`src/shared/aop_defines.svh`:
```
// Constants of the pipelined converter output port
`ifndef AOP_DEFINES_SVH
`define AOP_DEFINES_SVH

`define AOP_WORD_W        10
`define AOP_MSB           9
`define AOP_HALF_STAGES   11
`define AOP_SYNC_STAGES   2
`define AOP_CODE_ZERO     10'h200
`define AOP_CODE_POS_FS   10'h3FF
`define AOP_CODE_NEG_FS   10'h000
`define AOP_WORD_RESET    10'h000
`define AOP_OE_ALL        10'h3FF
`define AOP_OE_NONE       10'h000

`endif

```
`src/shared/aop_pkg.sv`:
```
// Types of the pipelined converter output port
`default_nettype none
`include "aop_defines.svh"

package aop_pkg;

    typedef logic [`AOP_WORD_W-1:0] aop_word_type;

    typedef enum logic [1:0] {
        AOP_RUN  = 2'b01,
        AOP_HALT = 2'b10
    } aop_mode_type;

endpackage : aop_pkg

`default_nettype wire
```
`src/rtl/aop_delay_mem.sv`:
```
// Half-cycle pipeline store with registered read word
`timescale 1ns/1ps
`default_nettype none
`include "aop_defines.svh"

module aop_delay_mem
    import aop_pkg::*;
(
    // Clock and reset
    input  wire logic    clk_i,
    input  wire logic    resetn_i,
    // Control
    input  wire logic    shift_i,
    input  wire logic    load_i,
    input  wire aop_word_type data_i,
    // Read word
    output var  aop_word_type data_o
);

    // --------------------------------------------------------------
    // Stage registers
    // --------------------------------------------------------------
    aop_word_type stage_r [`AOP_HALF_STAGES];

    // First stage only takes new codes on a load, holds otherwise
    always_ff @(posedge clk_i or negedge resetn_i) begin
        if (!resetn_i) begin
            stage_r[0] <= `AOP_WORD_RESET;
        end else if (shift_i && load_i) begin
            stage_r[0] <= data_i;
        end
    end

    genvar gi;
    generate
        for (gi = 1; gi < `AOP_HALF_STAGES; gi++) begin : g_stage
            always_ff @(posedge clk_i or negedge resetn_i) begin
                if (!resetn_i) begin
                    stage_r[gi] <= `AOP_WORD_RESET;
                end else if (shift_i) begin
                    stage_r[gi] <= stage_r[gi-1];
                end
            end
        end
    endgenerate

    assign data_o = stage_r[`AOP_HALF_STAGES-1];

endmodule // aop_delay_mem

`default_nettype wire

```
`src/rtl/aop_output_port.sv`:
```
// Output port of a 10-bit pipelined converter
// Operation
// - Ten-bit word, bit 0 least significant
// - Result appears 5.5 conversion cycles after sampling
// - Straight offset binary output coding
// - Enable high with power-down high floats outputs
// - Power-down with enable low freezes last word
// - Sample taken on conversion clock falling edge
// - Words valid at conversion clock rising edge
// - Enable low drives outputs, high disables
// - Power-down high halts, low converts
`timescale 1ns/1ps
`default_nettype none
`include "aop_defines.svh"

module aop_output_port
    import aop_pkg::*;
(
    // Clock and reset
    input  wire logic    clk_i,
    input  wire logic    resetn_i,
    // Converter pins
    input  wire logic    conv_clk_i,
    input  wire logic    output_enable_n_i,
    input  wire logic    power_down_input_i,
    // Quantizer result, two's complement, same clock domain
    input  wire aop_word_type quant_i,
    // Three-state data pins
    output var  aop_word_type sample_code_bits_o,
    output var  aop_word_type sample_code_bits_oe_o
);

    // --------------------------------------------------------------
    // Pin synchronisers
    // --------------------------------------------------------------
    logic [`AOP_SYNC_STAGES-1:0] conv_sync_r;
    logic [`AOP_SYNC_STAGES-1:0] oen_sync_r;
    logic [`AOP_SYNC_STAGES-1:0] pd_sync_r;
    logic                        conv_prev_r;

    always_ff @(posedge clk_i or negedge resetn_i) begin
        if (!resetn_i) begin
            conv_sync_r <= '0;
            oen_sync_r  <= '1;
            pd_sync_r   <= '0;
        end else begin
            conv_sync_r <= {conv_sync_r[0], conv_clk_i};
            oen_sync_r  <= {oen_sync_r[0], output_enable_n_i};
            pd_sync_r   <= {pd_sync_r[0], power_down_input_i};
        end
    end

    // Edge history only looks at the second flop
    always_ff @(posedge clk_i or negedge resetn_i) begin
        if (!resetn_i) begin
            conv_prev_r <= 1'b0;
        end else begin
            conv_prev_r <= conv_sync_r[1];
        end
    end

    logic conv_s;
    logic oen_s;
    logic pd_s;
    logic rise_ev;
    logic fall_ev;

    assign conv_s  = conv_sync_r[1];
    assign oen_s   = oen_sync_r[1];
    assign pd_s    = pd_sync_r[1];
    assign rise_ev = conv_s && !conv_prev_r;
    assign fall_ev = !conv_s && conv_prev_r;

    // --------------------------------------------------------------
    // Mode
    // --------------------------------------------------------------
    aop_mode_type mode_r;

    always_ff @(posedge clk_i or negedge resetn_i) begin
        if (!resetn_i) begin
            mode_r <= AOP_RUN;
        end else begin
            case (mode_r)
                AOP_RUN:  if (pd_s) mode_r <= AOP_HALT;
                AOP_HALT: if (!pd_s) mode_r <= AOP_RUN;
                default:  mode_r <= AOP_RUN;
            endcase
        end
    end

    logic running;
    assign running = (mode_r == AOP_RUN);

    // --------------------------------------------------------------
    // Coding and pipeline
    // --------------------------------------------------------------
    function automatic aop_word_type to_offset_bin(input aop_word_type v);
        to_offset_bin = {~v[`AOP_MSB], v[`AOP_MSB-1:0]};
    endfunction

    aop_word_type code_w;
    aop_word_type pipe_q;
    logic         shift_w;
    logic         load_w;

    assign code_w  = to_offset_bin(quant_i);
    // Every conversion edge in run mode advances one half-cycle stage
    assign shift_w = running && (rise_ev || fall_ev);
    assign load_w  = fall_ev;

    aop_delay_mem u_mem (
        .clk_i    (clk_i),
        .resetn_i (resetn_i),
        .shift_i  (shift_w),
        .load_i   (load_w),
        .data_i   (code_w),
        .data_o   (pipe_q)
    );

    // --------------------------------------------------------------
    // Output latch and drivers
    // --------------------------------------------------------------
    // Words only change on a rising edge; halted mode freezes the latch
    always_ff @(posedge clk_i or negedge resetn_i) begin
        if (!resetn_i) begin
            sample_code_bits_o <= `AOP_WORD_RESET;
        end else if (running && rise_ev) begin
            sample_code_bits_o <= pipe_q;
        end
    end

    // Enable alone decides drive, so power-down with enable high floats
    always_ff @(posedge clk_i or negedge resetn_i) begin
        if (!resetn_i) begin
            sample_code_bits_oe_o <= `AOP_OE_NONE;
        end else begin
            sample_code_bits_oe_o <= oen_s ? `AOP_OE_NONE : `AOP_OE_ALL;
        end
    end
endmodule // aop_output_port

`default_nettype wire

```
`config.mk`:
```
export PLATFORM = sky130hd
export DESIGN_NAME = aop_output_port
export DESIGN_NICKNAME = d
export VERILOG_FILES = /design/src/shared/aop_pkg.sv /design/src/rtl/aop_delay_mem.sv /design/src/rtl/aop_output_port.sv
export VERILOG_INCLUDE_DIRS = /design/src /design/src/shared
export SDC_FILE = /design/constraint.sdc
export NUM_CORES = 1
export LEC_CHECK = 0
export ABC_AREA = 1
export ABC_CLOCK_PERIOD_IN_PS = 3000
export BUFFER_PORTS_ARGS = -buffer_cell sky130_fd_sc_hd__buf_4
export CAP_MARGIN = 30
export CORE_MARGIN = 3
export CORE_UTILIZATION = 35
export DETAILED_ROUTE_END_ITERATION = 8
export HOLD_SLACK_MARGIN = 0.03
export PLACE_DENSITY_LB_ADDON = 0.05
export SYNTH_ARGS = -nofsm -noshare
export SYNTH_HDL_FRONTEND = slang
export SYNTH_SLANG_ARGS = --single-unit
```
`constraint.sdc`:
```
create_clock -name clk_i -period 3 [get_ports clk_i]
set_input_delay 0.6 -clock clk_i [delete_from_list [all_inputs] [get_ports clk_i]]
set_output_delay 0.6 -clock clk_i [all_outputs]
set_load 0.01 [all_outputs]
```
==> results of run 1 <==
[power breakdown]
part           total, mW  switching [mW]  internal [mW]  leakage, nW
Sequential          2.88           0.393           2.49         1.68
Clock               1.87           0.688           1.18        0.277
Combinational       1.13           0.666          0.462         1.29
[logic make-up after synthesis]
family	count (synthesis)	synth area share (%)
AND/OR/NAND/NOR	367	30.4
buffers and inverters	55	5.70
adder cells (fa/ha/maj)	2	0.487
flip-flops	130	63.4
[synthesized netlist by cell type]
master and count:
dfrtp_1 127, clkbuf_1 15, buf_2 12, nor2_4 1
inv_1 5, nand3_1 110, nand2_2 1, dfstp_2 3
nand4_2 1, ha_1 2, nand4_1 10, clkinv_1 1
nand2_1 244, buf_4 19, inv_2 3
[worst register-to-register path, stage by stage (launching register included)]
cell and delay, ns:
dfrtp_1 0.37, inv_1 0.05, ha_1 0.30, clkinv_2 0.07
buf_4 0.36, nand4_2 0.36, nand2_1 0.14, nand2_1 0.07
[sequential cells by signal (all words and copies together), names as in the netlist]
| name | count |
|---|---|
| u_mem.stage_r | 100 |
| conv_prev_r | 1 |
| sample_code_bits_o | 10 |
| sample_code_bits_oe_o | 1 |
| mode_r | 2 |
| pd_sync_r | 2 |
| u_mem.data_o | 10 |
| conv_sync_r | 2 |
| oen_sync_r | 2 |
[area by class of cell]
type | instances | area [um^2] | share of cell area (%)
multi-input combinational | 369 | 1590 | 26.4
sequential | 130 | 3260 | 54.2
tap | 180 | 225 | 3.75
inverter | 9 | 35.0 | 0.583
clock inverter | 5 | 25.0 | 0.416
clock buffer | 27 | 523 | 8.70
timing repair buffer | 41 | 358 | 5.95
[metal layers]
layer / vias to the layer above / wire (um)
met5: - / 0
met4: 0 / 113
met3: 8 / 361
met2: 51 / 4700
met1: 1730 / 4630
li1: 1803 / -
[through the flow]
step,setup WS [ns],power [mW]
floorplan,1.62,3.67
global placement,1.20,4.03
detailed placement,1.17,4.08
CTS,1.15,5.99
global route,1.01,6.34
finish,1.17,5.88
[how the worst max path moves through the flow]
stage / from / endpoint / slack [ns] / cells after the start
finish: conv_sync_r[1] / u_mem.stage_r[108] / 1.17 / 7
CTS: conv_sync_r[1] / u_mem.stage_r[102] / 1.15 / 7
global route: conv_sync_r[1] / u_mem.stage_r[104] / 1.01 / 7
detailed placement: conv_sync_r[1] / u_mem.stage_r[102] / 1.17 / 7
floorplan: conv_sync_r[1] / u_mem.stage_r[80] / 1.62 / 7
global placement: conv_sync_r[1] / u_mem.stage_r[106] / 1.20 / 7
==> impl_metrics.tcl, run 1 <==
set metrics [dict create \
    status "completed" \
    fin_cells 761 \
    crit_chain "inv_1 -> ha_1 -> clkinv_2 -> buf_4 -> nand4_2 -> nand2_1 -> nand2_1" \
    critPathBufInv 3 \
    period_minus_slack_ns 1.83 \
    cts_resized 0 \
    diodes 0 \
    powerDensity_nw_per_um2 979 \
    clk_pin_slew_ns 0.05 \
    cts_buffer_depth 2 \
    root_buffer "clkbuf_16" \
    clock_skew_ns 0.00665 \
    ff2ff_path_depth 7 \
    grtUsageTotal_pct 13.2 \
    layout_commonest_cell "nand2_1" \
    hp-class "primary input to async pin" \
    routabilityCongestion 0.670 \
    die_h_um 127 \
    ys_seq_area_share_pct 63.4 \
    whs_ns 0.231 \
    synth_seq_cells 130 \
    grt.busiest_layer "met2" \
    synth.top_cells.by_area "dfrtp_1 62%, nand2_1 18%, nand3_1 11%" \
    use_met3_pct 4.56 \
    cp_max_fo 39 \
    worstMarginPinSlew_ns 0.749 \
    vias 3592 \
    r2r-end "u_mem.stage_r[108]" \
    die_x_um 127 \
    syn_inst 554 \
    r2r_setup_slack_ns 1.17 \
    antenna_found_initial 0 \
    antenna_left 0 \
    clock_sinks 130 \
    cts_tree "built" \
    mostFrequentLayoutCells "243 x nand2_1, 127 x dfrtp_1, 110 x nand3_1, 37 x buf_4, 17 x clkbuf_16" \
    cts_hold_buffers 0 \
    fin_crit_sh_pct 61.1 \
    postPlaceCellArea_um2 5460 \
    rows 43 \
    grt_pass1_vias 3602 \
    synth_area_um2 5130 \
    setup_viol 0 \
    post_cts_buffers 0 \
    final_area_um2 6010 \
    io_pins 35 \
    rsz0062_at_grt "no" \
    hold_viol_final 0 \
    slew-limit-headroom_pct 50.1 \
    final_util_pct 42.6 \
    path_class "register to register" \
    yosys_warnings 0 \
    worstPathArrival_ns 2.12 \
    die_area_um2 16200 \
    core_um2 14100 \
    final-max-slew-violation-count 0 \
    cp-start-kind "register" \
    use_met1_pct 16.3 \
    htree_num_levels 4 \
    detail_route.wl_per_cell_um 12.9 \
    slowest_delay_ns 0.37 \
    maxCapViolations 0 \
    worstSkewPairLatency_ns 0.40 \
    synth_top_cell_area_share_pct 61.9 \
    synthDistinctLibCells 15 \
    drc_errors 0 \
    cp.required_ns 3.29 \
    synth_fp_nets 571 \
    drive_gt1_share_pct 13.8 \
    first_pass_iters 4 \
    dp_hpwl_um 5490 \
    worstSetupEndpointType "register" \
    wl_um 9810 \
    start_util_pct 36.4 \
    drt-initial-drc-count 358 \
    syn_avg_cell_area_um2 9.27 \
    gr-total-overflow 0 \
    crit_path_top_delay_cell "dfrtp_1" \
    cp_common_cell "nand2_1" \
    area_delta_synth_final_pct 17.1 \
    irDropWorstVdd_uv 428 \
    grt_max_degree 123 \
    leakagePower_nw 3.25 \
    r2r-start "conv_sync_r[1]" \
    fmax_ghz 0.545 \
    synth_area_leader_cell "dfrtp_1" \
    use_met2_pct 21.6 \
    cp_top_family "simple AND/OR/NAND/NOR gates" \
    vias_per_cell 4.72 \
    grt_pass1_wl_um 17200 \
    n_fill_cell 1430 \
    port_buffers 34 \
    tns_ns 0 \
    fin_nets 585 \
    dp.cells 729 \
    numCtsBuffers 17 \
]
(Power assumes the default switching activity.)
==> inputs of run 2 (changes only) <==
--- a/config.mk
+++ b/config.mk
@@ -7,7 +7,7 @@
 export NUM_CORES = 1
 export LEC_CHECK = 0
 export ABC_AREA = 1
-export ABC_CLOCK_PERIOD_IN_PS = 3000
+export ABC_CLOCK_PERIOD_IN_PS = 1470
 export BUFFER_PORTS_ARGS = -buffer_cell sky130_fd_sc_hd__buf_4
 export CAP_MARGIN = 30
 export CORE_MARGIN = 3
==> constraint.sdc (replaced) <==
create_clock -name clk_i -period 1.47 [get_ports clk_i]
set_input_delay 0.294 -clock clk_i [delete_from_list [all_inputs] [get_ports clk_i]]
set_output_delay 0.294 -clock clk_i [all_outputs]
set_load 0.01 [all_outputs]
==> impl_metrics.tcl, run 2 (synthesized netlist as in run 1, its figures left out) <==
set metrics [dict create \
    final_util_pct 45.2 \
    die_h_um 127 \
    cp_top_family "buffers and inverters" \
    whs_ns 0.133 \
    clock_skew_ns 0.00479 \
    core_um2 14100 \
    antenna_left 0 \
    clock_sinks 130 \
    fin_nets 608 \
    cp.required_ns 1.82 \
    grtUsageTotal_pct 14.0 \
    routabilityCongestion 0.692 \
    powerDensity_nw_per_um2 1970 \
    mostFrequentLayoutCells "242 x nand2_1, 127 x dfrtp_1, 110 x nand3_1, 42 x buf_4, 20 x clkbuf_16" \
    cts_buffer_depth 2 \
    r2r-end "u_mem.stage_r[26]" \
    setup_viol 0 \
    die_x_um 127 \
    area_delta_synth_final_pct 24.2 \
    r2r-start "conv_sync_r[1]" \
    worstSetupEndpointType "register" \
    dp_hpwl_um 6390 \
    cts_tree "built" \
    die_area_um2 16200 \
    crit_chain "inv_1 -> ha_1 -> clkinv_2 -> buf_12 -> nand3_1 -> nand2_1" \
    slew-limit-headroom_pct 67.2 \
    start_util_pct 36.4 \
    period_minus_slack_ns 1.43 \
    numCtsBuffers 17 \
    r2r_setup_slack_ns 0.04 \
    worstSkewPairLatency_ns 0.41 \
    status "completed" \
    io_pins 35 \
    grt_pass1_wl_um 18000 \
    whs_path_depth 3 \
    n_fill_cell 1366 \
    worstPathArrival_ns 1.78 \
    hold_viol_final 0 \
    grt_pass1_vias 3778 \
    whs_endpoint "u_mem.stage_r[106]" \
    critPathBufInv 3 \
    clk_pin_slew_ns 0.05 \
    hp-class "primary input to register" \
    largest_reg_flops 100 \
    fin_crit_sh_pct 97.2 \
    detail_route.wl_per_cell_um 14.1 \
    rows 43 \
    drc_errors 0 \
    cp-start-kind "register" \
    vias_per_cell 4.75 \
    crit_path_top_delay_cell "dfrtp_1" \
    vias 3715 \
    grt_max_degree 66 \
    ff2ff_path_depth 6 \
    diodes 0 \
    leakagePower_nw 3.43 \
    port_buffers 34 \
    root_buffer "clkbuf_16" \
    min_from "quant_i[6]" \
    wl_um 11000 \
    top_register "u_mem.stage_r" \
    cp_max_fo 65 \
    path_class "register to register" \
    drive_gt1_share_pct 16.4 \
    layout_commonest_cell "nand2_1" \
    first_pass_iters 5 \
    power_mw 12.5 \
    worstMarginPinSlew_ns 0.492 \
    gr-total-overflow 0 \
    fmax_ghz 0.700 \
    drt-initial-drc-count 189 \
    slowest_delay_ns 0.34 \
    irDropWorstVdd_uv 908 \
    rsz0062_at_grt "yes" \
    htree_num_levels 4 \
    antenna_found_initial 0 \
    tns_ns 0 \
    final-max-slew-violation-count 0 \
    maxCapViolations 0 \
]
run 2: area by class of cell:
| type | instances | area, um^2 | area share (%) |
|---|---|---|---|
| sequential | 130 | 3260 | 51.1 |
| tap | 180 | 225 | 3.53 |
| multi-input combinational | 369 | 1600 | 25.1 |
| clock inverter | 6 | 80.1 | 1.26 |
| clock buffer | 24 | 482 | 7.56 |
| inverter | 9 | 35.0 | 0.550 |
| timing repair buffer | 64 | 694 | 10.9 |
run 2: how the worst max path moves through the flow:
stage	from	endpoint	slack, ns	cells after the start
3_3_place_gp	conv_sync_r[1]	sample_code_bits_o[4]	0.03	5
2_1_floorplan	conv_sync_r[1]	u_mem.stage_r[80]	0.09	7
4_1_cts	conv_sync_r[1]	sample_code_bits_o[5]	0.009	5
6_report	conv_sync_r[1]	u_mem.stage_r[26]	0.04	6
3_5_place_dp	conv_sync_r[1]	sample_code_bits_o[4]	0.03	5
5_1_grt	conv_sync_r[1]	u_mem.data_o[6]	-0.04	6
run 2: metrics by stage:
step / instances / setup slack [ns] / instance area [um^2]
final: 782 / 0.0416 / 6370
after global routing: 782 / -0.0362 / 6370
after CTS: 777 / 0.00904 / 6240
after detailed placement: 743 / 0.0297 / 5640
after global placement: 743 / 0.0279 / 5640
after floorplan: 554 / 0.0898 / 5130
run 2: power breakdown:
| part | total (mW) | leakage [nW] | internal (mW) | switching (mW) |
|---|---|---|---|---|
| clock | 4.01 | 0.280 | 2.60 | 1.42 |
| sequential | 5.89 | 1.68 | 5.09 | 0.807 |
| combinational | 2.63 | 1.47 | 1.17 | 1.47 |
run 2: timing repair:
| action | 4_1_cts | 5_1_grt |
|---|---|---|
| setup endpoints to repair | 0 | 79 |
| hold endpoints to repair | 27 | 0 |
| hold buffers | 4 | 0 |
| resized for setup | 0 | 9 |
| buffers inserted | 0 | 1 |
run 2: layer usage:
metal,global-route usage [%],vias up,wire [um]
met3,4.56,14,420
met4,5.49,0,161
met5,0,-,0
met2,22.3,58,5130
met1,17.7,1797,5310
li1,-,1846,-
run 2: worst min-delay path, cell delays in order:
cell	delay, ns
buf_4	0.08
nand4_1	0.08
nand2_1	0.07
==> inputs of run 3 (changes only) <==
--- a/config.mk
+++ b/config.mk
@@ -10,11 +10,12 @@
 export ABC_CLOCK_PERIOD_IN_PS = 1470
 export BUFFER_PORTS_ARGS = -buffer_cell sky130_fd_sc_hd__buf_4
 export CAP_MARGIN = 30
-export CORE_MARGIN = 3
+export CORE_MARGIN = 2
 export CORE_UTILIZATION = 35
 export DETAILED_ROUTE_END_ITERATION = 8
 export HOLD_SLACK_MARGIN = 0.03
 export PLACE_DENSITY_LB_ADDON = 0.05
 export SYNTH_ARGS = -nofsm -noshare
 export SYNTH_HDL_FRONTEND = slang
+export SYNTH_HIERARCHICAL = 1
 export SYNTH_SLANG_ARGS = --single-unit
==> impl_metrics.tcl, run 3 <==
set metrics [dict create \
    cp_max_fo 6 \
    whs_endpoint "u_mem/stage_r[101]" \
    grtUsageTotal_pct 12.9 \
    cts_tree "built" \
    powerDensity_nw_per_um2 1970 \
    dp_hpwl_um 5630 \
    antenna_found_initial 0 \
    whs_path_depth 3 \
    gr-total-overflow 0 \
    clock_skew_ns 0.00557 \
    top_register "u_mem/stage_r" \
    status "finished with violations" \
    numCtsBuffers 17 \
    drt-initial-drc-count 187 \
    yosys.area_share.simple_pct 13.0 \
    ff2ff_path_depth 6 \
    worstSetupEndpointType "register" \
    drive_gt1_share_pct 25.5 \
    hp-class "primary input to register" \
    cts_buffer_depth 2 \
    synthDistinctLibCells 18 \
    rows 44 \
    seq_power_share_pct 44.5 \
    final_util_pct 47.4 \
    routabilityCongestion 0.702 \
    mostFrequentLayoutCells "127 x dfrtp_1, 116 x nand2_1, 106 x inv_1, 71 x o21ai_1, 43 x buf_4" \
    critPathBufInv 3 \
    die_area_um2 15900 \
    vias 3562 \
    detail_route.wl_per_cell_um 12.5 \
    grt_pass1_vias 3350 \
    grt_max_degree 53 \
    min_from "quant_i[1]" \
    power_switching_mw 4.17 \
    vias_per_cell 4.44 \
    start_util_pct 35.9 \
    synth_xor_area_share_pct 0 \
    crit_chain "ha_4 -> nor3_4 -> buf_6 -> clkbuf_16 -> clkbuf_16 -> o21ai_1" \
    slowest_delay_ns 0.41 \
    dp.cells 746 \
    slew-limit-headroom_pct 80.9 \
    layout_commonest_cell "dfrtp_1" \
    cp.required_ns 1.77 \
    synth_fa_ha_area_share_pct 0.480 \
    yosys_warnings 6 \
    root_buffer "clkbuf_16" \
    worstPathArrival_ns 1.83 \
    yosys-top-cells-count "141 x nand2_1, 127 x dfrtp_1, 107 x inv_1" \
    pre_cts_ws_ns -0.0436 \
    diodes 0 \
    crit_path_top_delay_cell "dfrtp_1" \
    path_class "register to register" \
    postPlaceCellArea_um2 5670 \
    p_clk_share_pct 28.8 \
    synth_seq_cells 130 \
    grt_pass1_wl_um 16100 \
    period_minus_slack_ns 1.53 \
    muxShareOfSynthArea_pct 0 \
    rsz0062_at_grt "yes" \
    tns_ns -2.67 \
    leakagePower_nw 3.34 \
    synth.top_cells.by_area "dfrtp_1 61%, nand2_1 10%, inv_1 7.7%" \
    fmax_ghz 0.653 \
    synth_top_cell_area_share_pct 61.0 \
    syn_inst 551 \
    synth-edff-count 0 \
    violations "negative setup slack" \
    r2r-end "u_mem/stage_r[15]" \
    die_x_um 126 \
    cp_common_cell "clkbuf_16" \
    hold_viol_final 0 \
    htree_num_levels 4 \
    switching_share_pct 30.8 \
    fin_cells 803 \
    area_delta_synth_final_pct 32.2 \
    ys_seq_area_share_pct 62.5 \
    final_area_um2 6890 \
    r2r_setup_slack_ns -0.06 \
    synth_top_family_by_area "buffers and inverters" \
    fin_crit_sh_pct 104 \
    port_buffers 34 \
    io_pins 35 \
    synth_fp_nets 568 \
    cp_top_family "buffers and inverters" \
    irDropWorstVdd_uv 824 \
    worstMarginPinSlew_ns 0.287 \
    clock_sinks 130 \
    syn_avg_cell_area_um2 9.46 \
    combPwrFrac_pct 26.7 \
    largest_reg_flops 100 \
    antenna_left 0 \
    synthFlopType "dfrtp_1" \
    r2r-start "conv_prev_r" \
    worstSkewPairLatency_ns 0.42 \
    die_h_um 126 \
    maxCapViolations 0 \
    final-max-slew-violation-count 0 \
    setup_viol 98 \
    power_mw 13.5 \
    synth_area_leader_cell "dfrtp_1" \
    clk_pin_slew_ns 0.06 \
    first_pass_iters 5 \
    synth_area_um2 5210 \
    synth.most_common_cell "nand2_1" \
    synth_compound_area_share_pct 9.60 \
    final.setup.worst_slack_ns -0.0604 \
    wl_um 10100 \
    intPower_mw 9.37 \
    whs_ns 0.112 \
    drc_errors 0 \
    async_flop_share_pct 100 \
    fin_nets 623 \
    core_um2 14500 \
    cp-start-kind "register" \
]
==> run 3: cell count changes in the layout (fill, tap and decap cells not counted), moves of 10 or more <==
cell / delta
inv_1: +101
nand2_1: -126
nand2_2: +17
nand3_1: -98
o21ai_0: +10
o21ai_1: +71
o21ai_2: +19
==> run 3: how the worst max path moves through the flow <==
| stage | start | to | depth (start not counted) |
|---|---|---|---|
| 3_5_place_dp | conv_sync_r[1] | u_mem/stage_r[71] | 6 |
| 2_1_floorplan | conv_sync_r[1] | u_mem/stage_r[20] | 8 |
| 6_report | conv_prev_r | u_mem/stage_r[15] | 6 |
| 5_1_grt | conv_prev_r | u_mem/data_o[9] | 7 |
| 4_1_cts | conv_sync_r[1] | u_mem/data_o[6] | 8 |
| 3_3_place_gp | conv_sync_r[1] | u_mem/stage_r[57] | 6 |
==> run 3: layout make-up <==
class / instances / area, um^2
clock buffer: 28 / 537
clock inverter: 4 / 20.0
fill: 1374 / 7650
inverter: 107 / 402
multi-input combinational: 268 / 1410
sequential: 130 / 3260
tap: 184 / 230
timing repair buffer: 82 / 1040
==> run 3: power by group through the flow <==
stage | logic, mW | clock network, mW | registers (mW)
global placement | 2.62 | 0 | 5.98
floorplan | 2.02 | 0 | 5.82
global route | 4.13 | 4.22 | 6.24
CTS | 2.94 | 4.03 | 5.97
finish | 3.62 | 3.90 | 6.03
detailed placement | 2.67 | 0 | 6.02
==> run 3: worst reg2reg max path, stage by stage (launching register included) <==
cell	delay (ns)
dfrtp_1	0.41
ha_4	0.26
nor3_4	0.18
buf_6	0.17
clkbuf_16	0.18
clkbuf_16	0.15
o21ai_1	0.06
==> run 3: cell families (layout without fill, tap and decap cells) <==
family,count (synthesis),in the layout
simple gates,166,166
fa+ha+maj,2,2
buf+inv,153,221
compound gates,100,100
flops,130,130
==> run 3: metal layers <==
metal / vias to the layer above / routed length [um] / GRT usage, %
met5: - / 0 / 0
met4: 0 / 121 / 4.65
met3: 11 / 441 / 5.78
met2: 52 / 4830 / 19.7
met1: 1710 / 4670 / 16.3
li1: 1789 / - / -
==> run 3: what timing repair did <==
item / 4_1_cts / 5_1_grt
pin swaps: 0 / 9
gates cloned: 3 / 16
endpoints found under the hold margin: 78 / 0
endpoints found under the setup margin: 99 / 110
buffers inserted: 2 / 3
gates resized for setup: 36 / 75
hold buffers: 4 / 0
